### config.mk
export PLATFORM = sky130hd
export DESIGN_NAME = adf_status_bank
export DESIGN_NICKNAME = d
export VERILOG_FILES = /design/src/core/adf_pkg.sv /design/src/core/adf_status_bank.sv
export SDC_FILE = /design/constraint.sdc
export NUM_CORES = 1
export LEC_CHECK = 0
export ABC_AREA = 1
export BUFFER_PORTS_ARGS = -buffer_cell sky130_fd_sc_hd__buf_2
export CORE_MARGIN = 2
export CORE_UTILIZATION = 40
export DETAILED_ROUTE_END_ITERATION = 10
export PLACE_DENSITY_LB_ADDON = 0.08
export SYNTH_ARGS = -nofsm -noshare
export SYNTH_HDL_FRONTEND = slang
export SYNTH_SLANG_ARGS = --single-unit
export TNS_END_PERCENT = 30
### constraint.sdc
create_clock -name REF_CLK_I -period 1.6 [get_ports REF_CLK_I]
set_input_delay 0.24 -clock REF_CLK_I [delete_from_list [all_inputs] [get_ports REF_CLK_I]]
set_output_delay 0.24 -clock REF_CLK_I [all_outputs]
set_load 0.02 [all_outputs]
### src/core/adf_pkg.sv
/*
 * adf_pkg: register offsets, field positions and reset values of the
 * amplifier fault and diagnostic status bank.
 * assumes: the serial control front end presents byte addresses as printed.
 */
package adf_pkg;
    localparam int          NUM_CH            = 4;
    localparam logic [7:0]  ADDR_LOAD_CH12    = 8'h0C;
    localparam logic [7:0]  ADDR_LOAD_CH34    = 8'h0D;
    localparam logic [7:0]  ADDR_LINE_OUT     = 8'h0E;
    localparam logic [7:0]  ADDR_CH_STATE     = 8'h0F;
    localparam logic [7:0]  ADDR_CH_FAULT     = 8'h10;
    localparam logic [7:0]  ADDR_SUPPLY_CLK   = 8'h11;
    localparam logic [7:0]  ADDR_THERMAL      = 8'h12;
    localparam logic [7:0]  RST_LOAD          = 8'h00;
    localparam logic [3:0]  RST_LINE_OUT      = 4'h0;
    localparam logic [7:0]  RST_CH_STATE      = 8'h55;
    localparam logic [7:0]  RST_CH_FAULT      = 8'h00;
    localparam logic [4:0]  RST_GLOBAL        = 5'h00;
    localparam logic [3:0]  RST_SHORT_THRESH  = 4'h1;
    localparam logic [7:0]  UNMAPPED_DATA     = 8'h00;
    // channel state encodings
    localparam logic [1:0]  STATE_PLAY        = 2'h0;
    localparam logic [1:0]  STATE_HIGH_IMP    = 2'h1;
    localparam logic [1:0]  STATE_MUTE        = 2'h2;
    localparam logic [1:0]  STATE_DC_DIAG     = 2'h3;
    // nibble bit positions, high to low
    localparam int          NIB_S2G           = 3;
    localparam int          NIB_S2P           = 2;
    localparam int          NIB_OPEN          = 1;
    localparam int          NIB_SHORTED       = 0;
    // supply and clock register bits
    localparam int          GB_CLOCK          = 4;
    localparam int          GB_OUT_HIGH       = 3;
    localparam int          GB_BAT_HIGH       = 2;
    localparam int          GB_OUT_LOW        = 1;
    localparam int          GB_BAT_LOW        = 0;
    typedef struct packed {
        logic [7:0] load12;
        logic [7:0] load34;
        logic [3:0] line_out;
        logic [7:0] ch_state;
        logic [7:0] ch_fault;
        logic [4:0] supply_clk;
        logic [4:0] thermal;
        logic [7:0] rdata;
        logic       rvalid;
    } adf_state_t;
endpackage

### src/core/adf_status_bank.sv
/*
 * adf_status_bank: read-only fault and diagnostic status registers.
 * assumes: diagnostic engines give one-cycle done strobes per channel with
 * their flags valid in that cycle; all inputs are synchronous to REF_CLK_I.
 */
// Contract
// ch34 load report: ch3 bits 7-4, ch4 bits 3-0, s2g,s2p,open,shorted.
// ch12 load report: ch1 in bits 7-4, ch2 in bits 3-0, same order.
// load report bits read 1 when detected, else 0; reset to 0.
// line-out report bits 3..0 for ch1..ch4; bits 7-4 read zero.
// channel state report: two bits per channel, ch1 at top.
// state codes: play 00, high impedance 01, mute 10, diagnostics 11.
// channel state report reads 0x55 after reset.
// channel faults: overcurrent ch1-4 in bits 7-4, dc ch1-4 in 3-0.
// overcurrent and dc flags read 1 when detected, reset to 0.
// supply/clock register: bits 7-5 zero, bits 4-0 clock and supply flags.
// bit 4 reads 1 on an invalid input clock, else 0.
// bit 3 output supply overvoltage, bit 2 battery overvoltage.
// bit 1 output supply undervoltage, bit 0 battery undervoltage.
// thermal shutdown register at next address, resets to 0x00.
// shorted load judged against per-channel threshold, default code 0001.
// line-out results only taken while line-out diagnostics enabled.
// host writes leave every register unchanged; reserved bits don't-care.
module adf_status_bank (
    input  wire logic        REF_CLK_I,
    input  wire logic        NRST_I,
    input  wire logic        CE_I,
    input  wire logic [7:0]  REG_ADDR_I,
    input  wire logic        REG_RD_I,
    input  wire logic        REG_WR_I,
    input  wire logic [7:0]  REG_WDATA_I,
    output logic      [7:0]  REG_RDATA_O,
    output logic             REG_RVALID_O,
    input  wire logic [3:0]  DIAG_DONE_I,
    input  wire logic [3:0]  SHORT_TO_GROUND_I,
    input  wire logic [3:0]  SHORT_TO_POWER_I,
    input  wire logic [3:0]  OPEN_LOAD_I,
    input  wire logic [15:0] LOAD_CODE_I,
    input  wire logic [15:0] SHORT_THRESHOLD_I,
    input  wire logic        LINE_OUT_DIAG_ENABLE_I,
    input  wire logic [3:0]  LINE_OUT_FOUND_I,
    input  wire logic [7:0]  CH_STATE_I,
    input  wire logic [3:0]  OVERCURRENT_I,
    input  wire logic [3:0]  DC_FAULT_I,
    input  wire logic        CLOCK_INVALID_I,
    input  wire logic        OUTPUT_SUPPLY_HIGH_FAULT_I,
    input  wire logic        BATTERY_HIGH_FAULT_I,
    input  wire logic        OUTPUT_SUPPLY_LOW_FAULT_I,
    input  wire logic        BATTERY_LOW_FAULT_I,
    input  wire logic [4:0]  THERMAL_SHUTDOWN_I
);
    adf_pkg::adf_state_t st_q;
    adf_pkg::adf_state_t st_d;
    logic [3:0]          nib_w [adf_pkg::NUM_CH];
    logic [4:0]          glob_w;

    // channel index 0 is channel 1; it sits in the high field everywhere
    function automatic logic [7:0] read_mux(input logic [7:0] a, input adf_pkg::adf_state_t s);
        logic [7:0] r;
        r = adf_pkg::UNMAPPED_DATA;
        case (a)
            adf_pkg::ADDR_LOAD_CH12:  r = s.load12;
            adf_pkg::ADDR_LOAD_CH34:  r = s.load34;
            adf_pkg::ADDR_LINE_OUT:   r = {4'h0, s.line_out};
            adf_pkg::ADDR_CH_STATE:   r = s.ch_state;
            adf_pkg::ADDR_CH_FAULT:   r = s.ch_fault;
            adf_pkg::ADDR_SUPPLY_CLK: r = {3'h0, s.supply_clk};
            adf_pkg::ADDR_THERMAL:    r = {3'h0, s.thermal};
            default:                  r = adf_pkg::UNMAPPED_DATA;
        endcase
        return r;
    endfunction

    genvar gi;
    generate
        for (gi = 0; gi < adf_pkg::NUM_CH; gi++) begin : g_ch
            // a code below the threshold means resistance under the limit
            assign nib_w[gi] = {SHORT_TO_GROUND_I[gi], SHORT_TO_POWER_I[gi], OPEN_LOAD_I[gi],
                                (LOAD_CODE_I[4*gi +: 4] < SHORT_THRESHOLD_I[4*gi +: 4])};
        end
    endgenerate

    assign glob_w = {CLOCK_INVALID_I, OUTPUT_SUPPLY_HIGH_FAULT_I, BATTERY_HIGH_FAULT_I,
                     OUTPUT_SUPPLY_LOW_FAULT_I, BATTERY_LOW_FAULT_I};

    always_comb begin
        st_d = st_q;
        // results are held until the channel's next diagnostic run
        if (DIAG_DONE_I[0]) begin
            st_d.load12[7:4] = nib_w[0];                                     // see
        end
        if (DIAG_DONE_I[1]) begin
            st_d.load12[3:0] = nib_w[1];                                     // see
        end
        if (DIAG_DONE_I[2]) begin
            st_d.load34[7:4] = nib_w[2];                                     // see
        end
        if (DIAG_DONE_I[3]) begin
            st_d.load34[3:0] = nib_w[3];                                     // see
        end
        for (int i = 0; i < adf_pkg::NUM_CH; i++) begin
            if (DIAG_DONE_I[i] && LINE_OUT_DIAG_ENABLE_I) begin
                st_d.line_out[3-i] = LINE_OUT_FOUND_I[i];                    // see
            end else if (DIAG_DONE_I[i]) begin
                st_d.line_out[3-i] = 1'b0;
            end
        end
        st_d.ch_state   = CH_STATE_I;                                        // see
        st_d.ch_fault   = {OVERCURRENT_I[0], OVERCURRENT_I[1], OVERCURRENT_I[2], OVERCURRENT_I[3],
                           DC_FAULT_I[0], DC_FAULT_I[1], DC_FAULT_I[2], DC_FAULT_I[3]}; // see
        st_d.supply_clk = glob_w;                                            // see see
        st_d.thermal    = THERMAL_SHUTDOWN_I;
        // writes are accepted and dropped; nothing here is host-writable
        st_d.rvalid     = REG_RD_I;
        st_d.rdata      = REG_RD_I ? read_mux(REG_ADDR_I, st_q) : st_q.rdata;
    end

    always_ff @(posedge REF_CLK_I) begin
        if (!NRST_I) begin
            st_q.load12     <= adf_pkg::RST_LOAD;
            st_q.load34     <= adf_pkg::RST_LOAD;
            st_q.line_out   <= adf_pkg::RST_LINE_OUT;
            st_q.ch_state   <= adf_pkg::RST_CH_STATE;
            st_q.ch_fault   <= adf_pkg::RST_CH_FAULT;
            st_q.supply_clk <= adf_pkg::RST_GLOBAL;
            st_q.thermal    <= adf_pkg::RST_GLOBAL;
            st_q.rdata      <= adf_pkg::UNMAPPED_DATA;
            st_q.rvalid     <= 1'b0;
        end else if (CE_I) begin
            st_q <= st_d;
        end
    end

    assign REG_RDATA_O  = st_q.rdata;
    assign REG_RVALID_O = st_q.rvalid;
endmodule

==> metrics.md <==
| Metric | Value |
|---|---|
| Max Fclk | slightly above 900 MHz |
| Avg Cell Area, Syn | approximately 7.0 sq um |
| Max-slew violation count | 0 |
| Die area | 7740 sq um |
| WP data required | 1.85 ns |
| ANT nets after route | 0 |
| Clock buffer depth | 2 |
| Main combinational cell family by area after synthesis | simple AND/OR/NAND/NOR gates |
| Initial Util | 0.415 |
| Max_slew headroom | 0.663 |
| Resize count post-CTS | 0 |
| WL final | 7.01 mm |
| Asr flop ratio synth | 0 |
| Count of input and output buffers | 99 |
| Final hold vios | 0 |
| Die Ht | between 80 and 90 um |
| Hold buffer count at CTS | 0 |
| Chip width | 88.0 um |
| Via count | 2775 |
| Clock Skew | 0.0125 ns |
| Vias per cell | 4.71 |
| Post-synthesis mux area share | 0 |
| Post-route insts no fill | just under 600 |
| Net Sw Frac | 0.259 |
| Ranking of synthesized cells by area | dfxtp_1 (39%), nor2_1 (9.6%), nand2_1 (8.4%) |
| TritonCTS clock tree | done |
| Initial antenna violation count | 0 |
| Vias in the first global route | 2550 |
| Clock Sinks | 55 |
| Cell area after layout | 3460 sq um |
| RSZ-0062 raised after global routing | false |
| # H-tree levels | 2 |
| Nets@finish | approximately 600 |
| Hold EP | st_q[27] |
| Synth Area in XOR/XNOR | 0 |
| Placer Congestion | 0.826 |
| Yosys top cell area share | 0.390 |
| Synthesized netlist net count | 515 |
| Area growth syn-to-layout | 22.6% |
| WL met1 | approximately 3.4 mm |
| Cells after Synth | 403 |
| Largest net degree at the start of global routing | 31 |
| Total power divided by cell area | 817 nW/um^2 |
| Row cnt | 30 |
| Worst setup EP type | flop |
| IO Count | 109 |
| Met2 WL | 3.16 mm |
| Clock slew at reported path FFs | 0.10 ns |
| Adder-Cell Fraction of Synth Area | 0.0532 |
| Crit path DAT | 1.35 ns |
| Crit. Startpoint | REG_ADDR_I[5] |
| Setup TNS | 0 ns |
| Flop pwr share | 0.527 |
| Final Core Density | 0.509 |
| Worst reg2reg path startpoint | st_q[51] |
| Static Leakage | 1.73 nW |
| Post-Synthesis Cell Area | 2820 sq um |
| Tcrit/Tclk final | 0.687 |
| Internal Power | 0.00209 W |
| CP Max Fanout | 16 |
| R2r endpoint | REG_RDATA_O[4] |
| Yosys top cell by area | dfxtp_1 |
| First-pass GRT wire length | about 12 mm |
| R2R depth | 6 |
| Hold_ws | 0.131 ns |
| Synth warnings | 0 |
| Top routing layer used | met4 |
| Complex-gate fraction of the synthesized area | 0.150 |
| Post-synthesis sequential area ratio | 0.390 |
| Worst setup path class | input port to flop |
| Total global-route track usage | 0.190 |
| Inserted Diodes | 0 |
| CTS Buf Count | 5 |
| Core area | approximately 6800 sq um |
| Total gr overflow | 0 |
| Comb pwr share | 0.143 |
| Layout cell share with drive strength beyond 1 | 0.274 |
| Routed wire per std cell | between 10 and 15 um |
| Placed Area | approximately 3300 sq um |
| DRC | 0 |
| Synth Area in Simple Gates | 0.304 |
| Post-synth EDFFs | 0 |
| Clock power frac | 0.330 |
| R2R Setup Slk | 0.66 ns |
| Synth cell types | 23 |
| Max-cap violations | 0 |
| Critical path startpoint category | input port |
| Yosys reg bits | 55 |
| Worst vdd ir | approximately 0.00038 V |
| Placed insts | roughly 580 |
| Hold Path Stages | 3 |
| Postcts setup bufs | 0 |
| Starting DRT DRC Count | 140 |
| DP HPWL | 5.31 mm |
| Clock Latency Late Sink | just over 0.3 ns |
| Worst Tran Pin Value | 0.505 ns |
| Hold_sp | CH_STATE_I[0] |
| Worst hold path class | input port to flop |
| Status | complete, no violations |
| Synth Flop Type | dfxtp_1 |
| Setup violators final | 0 |
| CTS root buffer | clkbuf_8 |
| Metal3 WL | 414 um |
| Fin crit period | 1.10 ns |
| NetSw | 0.000733 W |
| First-pass DRT Iterations | 4 |
[cell type report]
type	count	area (sq um)
clock buffers	5	68.8
clock inverters	3	43.8
fillers	736	3330
inverters	40	150
multi-input cells	286	1430
flip-flops and latches	55	1100
well taps	96	120
repair buffers	104	546
[power groups by stage]
stage               clock [W]  sequential, W  combinational, W
floorplan                   0        0.00151          0.000236
global placement            0        0.00152          0.000395
detailed placement          0        0.00152          0.000404
CTS                  0.000963        0.00149          0.000407
global route          0.00101        0.00150          0.000468
finish               0.000934        0.00149          0.000403
[worst max-delay path by stage]
stage	end	slack, ns	cells past startpoint
after floorplan	REG_RDATA_O[0]	0.52	10
after global placement	REG_RDATA_O[4]	0.19	10
after detailed placement	REG_RDATA_O[7]	0.17	8
after CTS	REG_RDATA_O[7]	0.51	8
after global routing	REG_RDATA_O[1]	0.38	10
final	REG_RDATA_O[4]	0.50	10
[cell usage after synthesis (4+ instances only)]
library cell	number
nor2_1	72
nand2_1	63
dfxtp_1	55
o21ai_0	46
nand3_1	41
inv_1	36
a21oi_1	27
ha_1	12
buf_4	9
clkbuf_1	9
nor2_4	6
a21oi_2	5
inv_2	4
nor3_1	4
[cells by family (layout without fill, tap and decap cells)]
kind of cell             Yosys count  count (layout)
AO/OA/AOI/OAI                     80              80
adder cells (fa/ha/maj)           12              12
buffers and inverters             62             152
flip-flops                        55              55
AND/OR/NAND/NOR                  194             194
[critical path, stage by stage]
cell	delay (ns)
buf_2	0.10
inv_2	0.04
nand2_1	0.07
nor2_4	0.32
nand2_1	0.16
o21ai_2	0.13
inv_1	0.04
nand2_1	0.06
nand2_1	0.07
a21oi_2	0.11
[metal layers]
layer | vias to the layer above | GRT usage
met5 | - | 0
met3 | 5 | 0.0415
li1 | 1475 | -
met4 | 0 | 0.0378
met1 | 1227 | 0.264
met2 | 68 | 0.306
[sequential cells by signal, summed over array words and instances, names as in the netlist]
signal and flops:
REG_RVALID_O 1, REG_RDATA_O 8, st_q 46
[metrics by stage]
stage	setup WS (ns)	power, W
after global placement	0.192	0.00191
after floorplan	0.521	0.00174
after detailed placement	0.174	0.00192
after global routing	0.379	0.00298
final	0.500	0.00283
after CTS	0.513	0.00286
[placed cells by master, fill, tap and decap left out, drive strengths merged, types with 5 or more instances in the layout]
cell type	instances
buf	104
nor2	80
nand2	67
dfxtp	55
o21ai	48
nand3	42
inv	40
a21oi	32
ha	12
clkbuf	5
(Power assumes the default switching activity.)
